### src/hw/cbs_consts.vh
`ifndef CBS_CONSTS_VH
`define CBS_CONSTS_VH

// Register addresses on the serial configuration port.
`define CBS_ADDR_CTRL 5'h00
`define CBS_ADDR_STATUS 5'h01
`define CBS_ADDR_BANK_A 5'h08
`define CBS_ADDR_BANK_B 5'h0C
`define CBS_BANK_BYTES 4

// Command byte layout.
`define CBS_CMD_WRITE_BIT 7
`define CBS_CMD_COUNT_HI 6
`define CBS_CMD_COUNT_LO 5
`define CBS_CMD_ADDR_HI 4
`define CBS_CMD_ADDR_LO 0

// Control register fields and reset value.
`define CBS_CTRL_FIRST_BIT 0
`define CBS_CTRL_SECOND_BIT 1
`define CBS_CTRL_LNA_BIT 2
`define CBS_CTRL_RESET 8'h01

// Bank selection codes formed as {second_set_select, first_set_select}.
`define CBS_SEL_PIN 2'h0
`define CBS_SEL_A 2'h1
`define CBS_SEL_B 2'h2
`define CBS_SEL_ALT 2'h3

// Timing.
`define CBS_CLK_HZ 40000000
`define CBS_REF_CLK_HZ 300000
`define CBS_REF_HALF_CYCLES (`CBS_CLK_HZ / (2 * `CBS_REF_CLK_HZ))
`define CBS_STROBE_PERIOD_US 1000
`define CBS_STROBE_CYCLES (`CBS_STROBE_PERIOD_US * (`CBS_CLK_HZ / 1000000))

`endif

### src/hw/cbs_spi_slave.v
`timescale 1ns/100ps
`include "cbs_consts.vh"

module cbs_spi_slave (
  input wire clk,
  input wire rstn,
  input wire config_select_n,
  input wire sclk,
  input wire mosi,
  input wire [7:0] tx_data,
  input wire tx_enable,
  output reg [7:0] rx_byte,
  output reg rx_valid,
  output reg rx_first,
  output reg active,
  output wire miso,
  output wire miso_oe
);

  // ****************************************
  // Pin synchronisers
  // ****************************************
  reg [1:0] cs_sync;
  reg [1:0] sclk_sync;
  reg [1:0] mosi_sync;
  reg sclk_prev;
  reg [2:0] bit_count;
  reg [6:0] shift_in;
  reg [7:0] shift_out;
  reg first_pending;
  reg load_pending;
  wire sclk_rise;
  wire sclk_fall;

  assign sclk_rise = sclk_sync[1] & ~sclk_prev;
  assign sclk_fall = ~sclk_sync[1] & sclk_prev;
  assign miso = shift_out[7];
  assign miso_oe = active & tx_enable;

  always @(posedge clk or negedge rstn) begin
    if (!rstn) begin
      cs_sync <= 2'h3;
      sclk_sync <= 2'h0;
      mosi_sync <= 2'h0;
      sclk_prev <= 1'b0;
    end else begin
      cs_sync <= {cs_sync[0], config_select_n};
      sclk_sync <= {sclk_sync[0], sclk};
      mosi_sync <= {mosi_sync[0], mosi};
      sclk_prev <= sclk_sync[1];
    end
  end

  // ****************************************
  // Byte framing
  // ****************************************
  // A falling select restarts framing so the next byte is the command.
  always @(posedge clk or negedge rstn) begin
    if (!rstn) begin
      active <= 1'b0;
      bit_count <= 3'h0;
      shift_in <= 7'h00;
      shift_out <= 8'h00;
      rx_byte <= 8'h00;
      rx_valid <= 1'b0;
      rx_first <= 1'b0;
      first_pending <= 1'b0;
      load_pending <= 1'b0;
    end else begin
      rx_valid <= 1'b0;
      if (cs_sync[1]) begin
        active <= 1'b0;
        bit_count <= 3'h0;
        shift_out <= 8'h00;
        load_pending <= 1'b0;
      end else begin
        if (!active) begin
          active <= 1'b1;
          first_pending <= 1'b1;
          bit_count <= 3'h0;
        end else if (sclk_rise) begin
          bit_count <= bit_count + 3'h1;
          shift_in <= {shift_in[5:0], mosi_sync[1]};
          if (bit_count == 3'h7) begin
            rx_byte <= {shift_in, mosi_sync[1]};
            rx_valid <= 1'b1;
            rx_first <= first_pending;
            first_pending <= 1'b0;
            load_pending <= 1'b1;
          end
        end else if (sclk_fall && load_pending) begin
          // The next register is loaded on the falling edge that closes a byte.
          // Loading earlier would overwrite the last bit while the host still
          // samples it, and by this edge the register pointer has moved.
          shift_out <= tx_data;
          load_pending <= 1'b0;
        end else if (sclk_fall && bit_count != 3'h0) begin
          shift_out <= {shift_out[6:0], 1'b0};
        end
      end
    end
  end

endmodule // cbs_spi_slave

### src/hw/cbs_bank_switch.v
// Functional notes
// RL1: Two independent configuration sets, bank A and bank B, are held.
// RL2: Select bits choose bank A, bank B, or periodic alternation without host.
// RL3: Internal strobe oscillator timing swaps the active bank.
// RL4: The host strobe pin steers bank selection and the device follows it.
// RL5: Serial writes to the two select bits apply a new bank selection.
// RL6: Log-amplifier strength sits in the low four status bits.
// RL7: LNA gain control level sits in the high four status bits.
// RL8: Sampling control input decides when strength values are sampled.
// RL9: LNA drive pin follows the switch level register bit.
// RL10: Reference clock near 300 kHz is divided from the main clock.
// RL11: Each serial access opens with a command byte after select falls.
// RL12: Alternation swaps banks only at strobe cycle boundaries; the code also swaps on a host strobe pin rising edge.

`timescale 1ns/100ps
`include "cbs_consts.vh"

module cbs_bank_switch #(
  parameter STROBE_CYCLES = `CBS_STROBE_CYCLES
) (
  input wire clk,
  input wire rstn,
  input wire config_select_n,
  input wire sclk,
  input wire mosi,
  output wire miso,
  output wire miso_oe,
  input wire strobe_pin,
  input wire strength_sample_control,
  input wire [3:0] log_amp_level,
  input wire [3:0] lna_gain_level,
  output reg lna_switch_out,
  output reg reference_clock_out,
  output reg active_bank_b,
  output reg strobe_boundary,
  output reg [31:0] active_config
);

  // ****************************************
  // Serial port
  // ****************************************
  wire [7:0] rx_byte;
  wire rx_valid;
  wire rx_first;
  wire spi_active;
  reg [7:0] tx_data;
  reg cmd_write;
  reg cmd_read;
  reg [2:0] remaining;
  reg [4:0] pointer;
  reg [7:0] ctrl;
  reg [7:0] signal_strength_status;
  reg [7:0] bank_mem [0:2*`CBS_BANK_BYTES-1];
  wire [1:0] count_field;

  cbs_spi_slave u_spi (
    .clk(clk),
    .rstn(rstn),
    .config_select_n(config_select_n),
    .sclk(sclk),
    .mosi(mosi),
    .tx_data(tx_data),
    .tx_enable(cmd_read),
    .rx_byte(rx_byte),
    .rx_valid(rx_valid),
    .rx_first(rx_first),
    .active(spi_active),
    .miso(miso),
    .miso_oe(miso_oe)
  );

  assign count_field = rx_byte[`CBS_CMD_COUNT_HI:`CBS_CMD_COUNT_LO];

  // Read data for the current pointer; unmapped addresses read zero.
  always @* begin
    tx_data = 8'h00;
    if (pointer == `CBS_ADDR_CTRL) begin
      tx_data = ctrl;
    end else if (pointer == `CBS_ADDR_STATUS) begin
      tx_data = signal_strength_status;
    end else if (pointer[4:3] == 2'h1) begin
      tx_data = bank_mem[pointer[2:0]];
    end
  end

  // ****************************************
  // Command and register writes
  // ****************************************
  // A count field of zero means four registers, so the field always covers 1..4.
  integer i;
  always @(posedge clk or negedge rstn) begin
    if (!rstn) begin
      cmd_write <= 1'b0;
      cmd_read <= 1'b0;
      remaining <= 3'h0;
      pointer <= 5'h00;
      ctrl <= `CBS_CTRL_RESET;
      for (i = 0; i < 2*`CBS_BANK_BYTES; i = i + 1) begin
        bank_mem[i] <= 8'h00;
      end
    end else if (!spi_active) begin
      cmd_write <= 1'b0;
      cmd_read <= 1'b0;
    end else if (rx_valid && rx_first) begin
      cmd_write <= rx_byte[`CBS_CMD_WRITE_BIT]; // see RL11
      cmd_read <= ~rx_byte[`CBS_CMD_WRITE_BIT];
      remaining <= (count_field == 2'h0) ? 3'h4 : {1'b0, count_field};
      pointer <= rx_byte[`CBS_CMD_ADDR_HI:`CBS_CMD_ADDR_LO];
    end else if (rx_valid && remaining != 3'h0) begin
      remaining <= remaining - 3'h1;
      pointer <= pointer + 5'h01;
      if (cmd_write) begin
        if (pointer == `CBS_ADDR_CTRL) begin
          ctrl <= rx_byte; // see RL5
        end else if (pointer[4:3] == 2'h1) begin
          bank_mem[pointer[2:0]] <= rx_byte; // see RL1
        end
      end
    end else if (rx_valid) begin
      cmd_write <= 1'b0;
      cmd_read <= 1'b0;
    end
  end

  // ****************************************
  // Pin synchronisers
  // ****************************************
  reg [1:0] strobe_sync;
  reg [1:0] sample_sync;
  reg [3:0] log_sync0;
  reg [3:0] log_sync1;
  reg [3:0] gain_sync0;
  reg [3:0] gain_sync1;
  reg strobe_prev;

  always @(posedge clk or negedge rstn) begin
    if (!rstn) begin
      strobe_sync <= 2'h0;
      sample_sync <= 2'h0;
      log_sync0 <= 4'h0;
      log_sync1 <= 4'h0;
      gain_sync0 <= 4'h0;
      gain_sync1 <= 4'h0;
      strobe_prev <= 1'b0;
    end else begin
      strobe_sync <= {strobe_sync[0], strobe_pin};
      sample_sync <= {sample_sync[0], strength_sample_control};
      log_sync0 <= log_amp_level;
      log_sync1 <= log_sync0;
      gain_sync0 <= lna_gain_level;
      gain_sync1 <= gain_sync0;
      strobe_prev <= strobe_sync[1];
    end
  end

  // ****************************************
  // Strobe oscillator and bank selection
  // ****************************************
  reg [31:0] strobe_count;
  wire [1:0] select;
  wire pin_rise;

  assign select = {ctrl[`CBS_CTRL_SECOND_BIT], ctrl[`CBS_CTRL_FIRST_BIT]};
  assign pin_rise = strobe_sync[1] & ~strobe_prev;

  always @(posedge clk or negedge rstn) begin
    if (!rstn) begin
      strobe_count <= 32'h00000000;
      strobe_boundary <= 1'b0;
    end else if (strobe_count == STROBE_CYCLES - 1) begin
      strobe_count <= 32'h00000000;
      strobe_boundary <= 1'b1; // see RL3
    end else begin
      strobe_count <= strobe_count + 32'h00000001;
      strobe_boundary <= 1'b0;
    end
  end

  // In alternation a host strobe rising edge also swaps the bank, but it does not
  // restart the strobe counter, so only the swap rule is shared by both sources.
  always @(posedge clk or negedge rstn) begin
    if (!rstn) begin
      active_bank_b <= 1'b0;
    end else begin
      case (select)
        `CBS_SEL_A: active_bank_b <= 1'b0; // see RL2
        `CBS_SEL_B: active_bank_b <= 1'b1; // see RL2
        `CBS_SEL_ALT: begin
          if (strobe_boundary || pin_rise) begin
            active_bank_b <= ~active_bank_b; // see RL12
          end
        end
        default: active_bank_b <= strobe_sync[1]; // see RL4
      endcase
    end
  end

  genvar g;
  generate
    for (g = 0; g < `CBS_BANK_BYTES; g = g + 1) begin : g_cfg
      always @(posedge clk or negedge rstn) begin
        if (!rstn) begin
          active_config[8*g+7:8*g] <= 8'h00;
        end else begin
          active_config[8*g+7:8*g] <= bank_mem[active_bank_b ? (g + `CBS_BANK_BYTES) : g];
        end
      end
    end
  endgenerate

  // ****************************************
  // Strength status, LNA pin, reference clock
  // ****************************************
  reg [7:0] ref_count;

  always @(posedge clk or negedge rstn) begin
    if (!rstn) begin
      signal_strength_status <= 8'h00;
      lna_switch_out <= 1'b0;
      ref_count <= 8'h00;
      reference_clock_out <= 1'b0;
    end else begin
      // Holding while the control is low keeps a stable value for readback.
      if (sample_sync[1]) begin // see RL8
        signal_strength_status <= {gain_sync1, log_sync1}; // see RL6 see RL7
      end
      lna_switch_out <= ctrl[`CBS_CTRL_LNA_BIT]; // see RL9
      if (ref_count == `CBS_REF_HALF_CYCLES - 1) begin
        ref_count <= 8'h00;
        reference_clock_out <= ~reference_clock_out; // see RL10
      end else begin
        ref_count <= ref_count + 8'h01;
      end
    end
  end

endmodule // cbs_bank_switch

### config.mk
export PLATFORM = sky130hd
export DESIGN_NAME = cbs_bank_switch
export DESIGN_NICKNAME = d
export VERILOG_FILES = /design/src/hw/cbs_spi_slave.v /design/src/hw/cbs_bank_switch.v
export VERILOG_INCLUDE_DIRS = /design/src /design/src/hw
export SDC_FILE = /design/constraint.sdc
export NUM_CORES = 1
export LEC_CHECK = 0
export BUFFER_PORTS_ARGS = -buffer_cell sky130_fd_sc_hd__buf_2
export CORE_MARGIN = 2
export CORE_UTILIZATION = 45
export CTS_CLUSTER_SIZE = 25
export DETAILED_ROUTE_END_ITERATION = 8
export GPL_TIMING_DRIVEN = 0
export PLACE_DENSITY = 0.67
export SYNTH_ARGS = -nofsm -noshare
export SYNTH_HDL_FRONTEND = slang
export SYNTH_SLANG_ARGS = --single-unit
### constraint.sdc
create_clock -name clk -period 7.3 [get_ports clk]
set_input_delay 0.73 -clock clk [delete_from_list [all_inputs] [get_ports clk]]
set_output_delay 0.73 -clock clk [all_outputs]
set_load 0.05 [all_outputs]
# After elaboration in Yosys (flattened, before gate mapping)
# Index checks and enable logic that the tools add are counted.
dict set report totals {
  reg_bits 225
}
dict set report op_classes {
  n_eq_ne 16
  mux 62
  bitwise 18
  n_reduce_logical 23
  n_lt_le_gt_ge 6
  add_sub_neg 5
}
# operator n
set op_table {}
lappend op_table {{$mux 8} 20}
lappend op_table {{$ge 32x4->1 const B} 4}
lappend op_table {{$not 3->32} 4}
lappend op_table {{$bmux 8 s3} 5}
lappend op_table {{$bwmux 64} 1}
lappend op_table {{$add 32x1->32 const B} 1}
lappend op_table {{$eq 32x16->1 const B} 1}
lappend op_table {{$mux 32} 1}
lappend op_table {{$mux 3} 10}
lappend op_table {{$demux 8 s3} 1}
lappend op_table {{$mux 1} 21}
lappend op_table {{$reduce_and 3->1} 4}
lappend op_table {{$reduce_bool 3->1} 4}
lappend op_table {{$mux 5} 2}
lappend op_table {{$not 1->1} 9}
lappend op_table {{$add 8x1->8 const B} 1}
lappend op_table {{$eq 8x7->1 const B} 1}
lappend op_table {{$ne 2x2->1 const B} 3}
lappend op_table {{$ne 3x2->1 const B} 2}
lappend op_table {{$ne 3x3->1 const B} 2}
lappend op_table {{$reduce_and 6->1} 1}
lappend op_table {{$add 5x1->5 const B} 1}
lappend op_table {{$eq 5x1->1 const B} 1}
lappend op_table {{$logic_and 1x1->1} 5}
lappend op_table {{other kinds (18)} 25}

# Logic depth before layout (Yosys ltp)
dict set report depth {
  word_depth 11
  ltp_mapped 9
  depth_no_buf 6
}

# Hierarchy
# Synthesis repeated with hierarchy kept, for this count alone.
dict set report unflattened {
  hier_cells 696
  hier_area_um2 9674.3
}
# mod seq_area_each_um2 area_each_um2 cells_per_inst instances
set by_module_without_submodules {}
lappend by_module_without_submodules {cbs_bank_switch 4680.7 8101.5 578 1}
lappend by_module_without_submodules {cbs_spi_slave 953.4 1572.8 118 1}

# Worst setup path before layout
# No wires, ideal clock.
dict set report synth_timing {
  kind {register -> register}
  start {reg pointer[1]}
  end {reg ctrl[1]}
  synth_period_minus_slack_ps 2733
  path_slack_ps 4567
  path_buffers 3
  required_time_ps 7175
  stages_incl_launch_ff 9
  arrival_time_ps 2609
  cell_sequence {dfrtp_1 clkbuf_1 buf_1 inv_1 ha_1 or4b_2 buf_2 nor4_4 mux2_2}
}
dict set report synth_between {
  elab_chain_cells 2
}
# element line
set synth_lines {}
lappend synth_lines {{from (decl)} cbs_bank_switch.v:50} ;# reg [4:0] pointer;
lappend synth_lines {{from (signal assigned)} cbs_bank_switch.v:108} ;# pointer <= rx_byte[`CBS_CMD_ADDR_HI:`CBS_CMD_ADDR_LO];
lappend synth_lines {{from (signal assigned)} cbs_bank_switch.v:111} ;# pointer <= pointer + 5'h01;
lappend synth_lines {{$logic_not 5->1 (no line)} n/a}
lappend synth_lines {{$reduce_and 5->1 (no line)} n/a}
lappend synth_lines {{to (signal assigned)} cbs_bank_switch.v:97} ;# ctrl <= `CBS_CTRL_RESET;
lappend synth_lines {{to (signal assigned)} cbs_bank_switch.v:114} ;# ctrl <= rx_byte;
lappend synth_lines {{to (decl)} cbs_bank_switch.v:51} ;# reg [7:0] ctrl;
# No other way between the ends.
# A chain may end at the register's enable or synchronous reset.

# Final worst setup path
dict set report layout_timing {
  start {reg pointer[1]}
  end {reg ctrl[3]}
}
# The elaborated chain is that of the path after synthesis.

==> run summary <==
* **outcome** finished clean
* **detailed-placement wirelength estimate** 14000 µm
* **global route total overflow** 0
* **Comb power frac** 2.3%
* **critical path class** flop to flop
* **Max Fclk** 292 MHz
* **CTS resizes** 0
* **share of total power in the clock network** 49.9%
* **primary flip-flop cell chosen by synthesis mapping** dfrtp_1
* **H-tree Lvls** 1
* **Crit path arrival time** 3.82 ns
* **clock root buffer** clkbuf_16
* **number of clock buffers inserted by TritonCTS** 25
* **cell area after synthesis** 9700 µm²
* **minimum clock period after layout** 3.42 ns
* **core outline area** 21100 µm²
* **Yosys cell types** 64
* **startpoint types** flop
* **WL final** 21100 µm
* **total number of yosys warnings** 0
* **effective utilization at floorplan** 46.0%
* **hold slack final** 0.239 ns
* **FFs w/ async S/R, synth** 100%
* **Peak supply drop** 0.184 mV
* **capturing element type of the critical path** flop
* **count of input and output buffers** 52
* **total iterations of the first detailed-routing run** 6
* **clock-pin slew of the registers on the worst-case setup and hold paths** 0.06 ns
* **setup repair after global routing missed its margin** no
* **sequential-to-total area share from yosys stat** 58.1%
* **max_slew headroom** 19.9%
* **endpoints failing hold** 0
* **internal power** 2.14 mW
* **number of nets in the synthesized netlist** 774
* **setup clock skew after layout** 0.0137 ns
* **count of endpoints failing setup in the final report** 0
* **area of the die** 22800 µm²
* **average size of a mapped cell** 13.0 µm²
* **leading cell type in the layout, fill and taps excluded** dfrtp_1
* **number of vias after detailed routing** 6278
* **drc violations** 0
* **worst setup path start** pointer[1]$_DFFE_PN0P_
* **commonest cells after routing, fill and taps aside** dfrtp_1, mux2_2, buf_2, nor2_1, clkbuf_1
* **Via-to-Cell Ratio** 5.60
* **switching share of total power** 20.7%
* **top-level port count** 53
* **count of antenna-violating nets left after detailed routing** 0
* **post-route fraction of the period consumed by the critical path** 46.9%
* **Layout Nets** 854
* **Vert. Die Dim** 151 µm
* **violation count after the first detailed-route iteration** 482
* **mean routed wirelength per cell** 18.8 µm
* **final-report max-slew violation count** 0
* **transition time at the pin with the least slew margin** 1.19 ns
* **global-route usage over all layers** 19.3%
* **Post-Synthesis Cells** 748
* **Maximum Capacitance Violations** 0
* **part of the total power dissipated in sequential elements** 47.7%
* **Post-synth EDFFs** 0
* **share of post-route cells with drive strength above 1** 30.0%
* **Data required, critical path** 7.70 ns
* **TritonCTS clock tree** done
* **largest net degree at the start of global routing** 114
* **worst-path fanout max** 10
* **global-route wire length before repair** 34500 µm
* **area growth from synthesis to final layout** 15.8%
* **floorplan die width** 151 µm
* **CTS Hold Buffers Added** 0
* **power spent charging and discharging nets** 0.557 mW
* **final core area utilization** 53.3%
* **final estimated routing congestion in global placement** 0.841
* **Min-Delay Path Class** input port to asynchronous set/reset pin
* **vias in the first global route** 6294
* **LEAKAGE** 5.20 nW
* **standard-cell rows** 53
* **number of antenna violations at the first check in global routing** 0
* **post-route setup TNS** 0 ns
* **buffers inserted during post-CTS setup optimization** 0
* **pwr/cell area** 240 nW/µm²
* **total inserted antenna cells** 0
* **number of buffers between clock root and the deepest sink** 3
* **Reg-to-Reg Start** pointer[1]$_DFFE_PN0P_
* **clock net sink count** 225
* **#FFs+latches synth** 225
* **post-placement setup slack** 3.93 ns
* **post-route setup slack** 3.88 ns
* **Worst-Skew Late Latency** 0.52 ns
==> metrics by stage <==
step | area [µm²] | power (mW) | std cells
after floorplan | 9700 | 1.33 | 748
after global placement | 10300 | 1.37 | 1075
after detailed placement | 10300 | 1.37 | 1076
after CTS | 11200 | 2.73 | 1121
after global routing | 11200 | 2.79 | 1121
final | 11200 | 2.70 | 1121
==> cell families after synthesis <==
logic type      after synthesis  synth area share [%]
compound gates               87                  6.32
mux                         148                  17.4
xor+xnor                     32                  2.89
simple gates                193                  11.8
buf+inv                      52                  2.14
fa+ha+maj                    11                  1.42
flops                       225                  58.1
==> worst max-delay path: stages (launching register included) <==
cell      delay (ns)
dfrtp_1         0.38
clkbuf_1        0.27
buf_1           0.38
inv_1           0.27
ha_1            0.31
or4b_2          0.60
buf_2           0.21
nor4_4          0.48
mux2_2          0.41
==> final cells by class <==
type                    count  area, µm²
plain buffers              36        148
well taps                 275        344
inverters                  16       60.1
multi-input cells         471       3860
repair buffers             53        298
flip-flops and latches    225       5630
clock buffers              32        692
clock inverters            13        198
fillers                  1795       9850
==> synth_stat cells (5+ instances only) <==
master    number  area [µm²]
o211ai_1       5        37.5
mux2i_1       13         130
o221ai_1       5        43.8
nand2_1       26        97.6
mux2_2       132        1490
a31oi_1        5        31.3
and3_1        10        62.6
nor3_1         6        30.0
nor2b_1       12        75.1
o21ai_0       18        90.1
nand3_1       30         150
clkbuf_1      29         109
nor4b_1        6        52.6
o22ai_1        6        37.5
inv_1         15        56.3
and2_1         5        31.3
nand2b_1       9        56.3
a21oi_1       13        65.1
ha_1          11         138
xor2_1         5        43.8
nand4_1       14        87.6
nor2_1        37         139
xnor2_1       27         236
dfrtp_1      222        5560
nor4_1         8        50.1
==> registers in the layout, indices dropped and copies added (netlist names), 3 cells and up <==
signal,count
ctrl,8
remaining,3
gain_sync1,4
strobe_count,32
log_sync1,4
active_config,32
u_spi.shift_out,8
ref_count,8
u_spi.shift_in,7
gain_sync0,4
pointer,5
signal_strength_status,8
u_spi.bit_count,3
bank_mem,64
u_spi.rx_byte,8
log_sync0,4
==> power groups by stage <==
stage,combinational (mW),clock [mW],sequential (mW)
after floorplan,0.0274,0,1.30
after global placement,0.0623,0,1.31
after detailed placement,0.0657,0,1.31
after CTS,0.0658,1.37,1.29
after global routing,0.0717,1.43,1.29
final,0.0632,1.35,1.29
==> path summary, 6_finish.rpt <==
kind | end | slack, ns | cells after the start
hold / removal | bank_mem[48]$_DFFE_PN0P_ | 0.24 | 1
min in group clk | u_spi.cs_sync[0]$_DFF_PN1_ | 0.31 | 1
setup reg to reg | ctrl[3]$_DFFE_PN0P_ | 3.88 | 8
max in group asynchronous | strobe_count[18]$_DFF_PN0_ | 6.05 | 2
hold reg to reg | log_sync1[2]$_DFF_PN0_ | 0.34 | 0
setup / recovery | ctrl[3]$_DFFE_PN0P_ | 3.88 | 8
==> per-layer routing <==
| metal | wire (µm) | track usage [%] |
|---|---|---|
| met5 | 0 | 0 |
| met4 | 407 | 4.07 |
| met3 | 1500 | 2.74 |
| met2 | 9720 | 30.6 |
| met1 | 9460 | 28.6 |
Note: power is estimated with default switching activity, not from simulation.
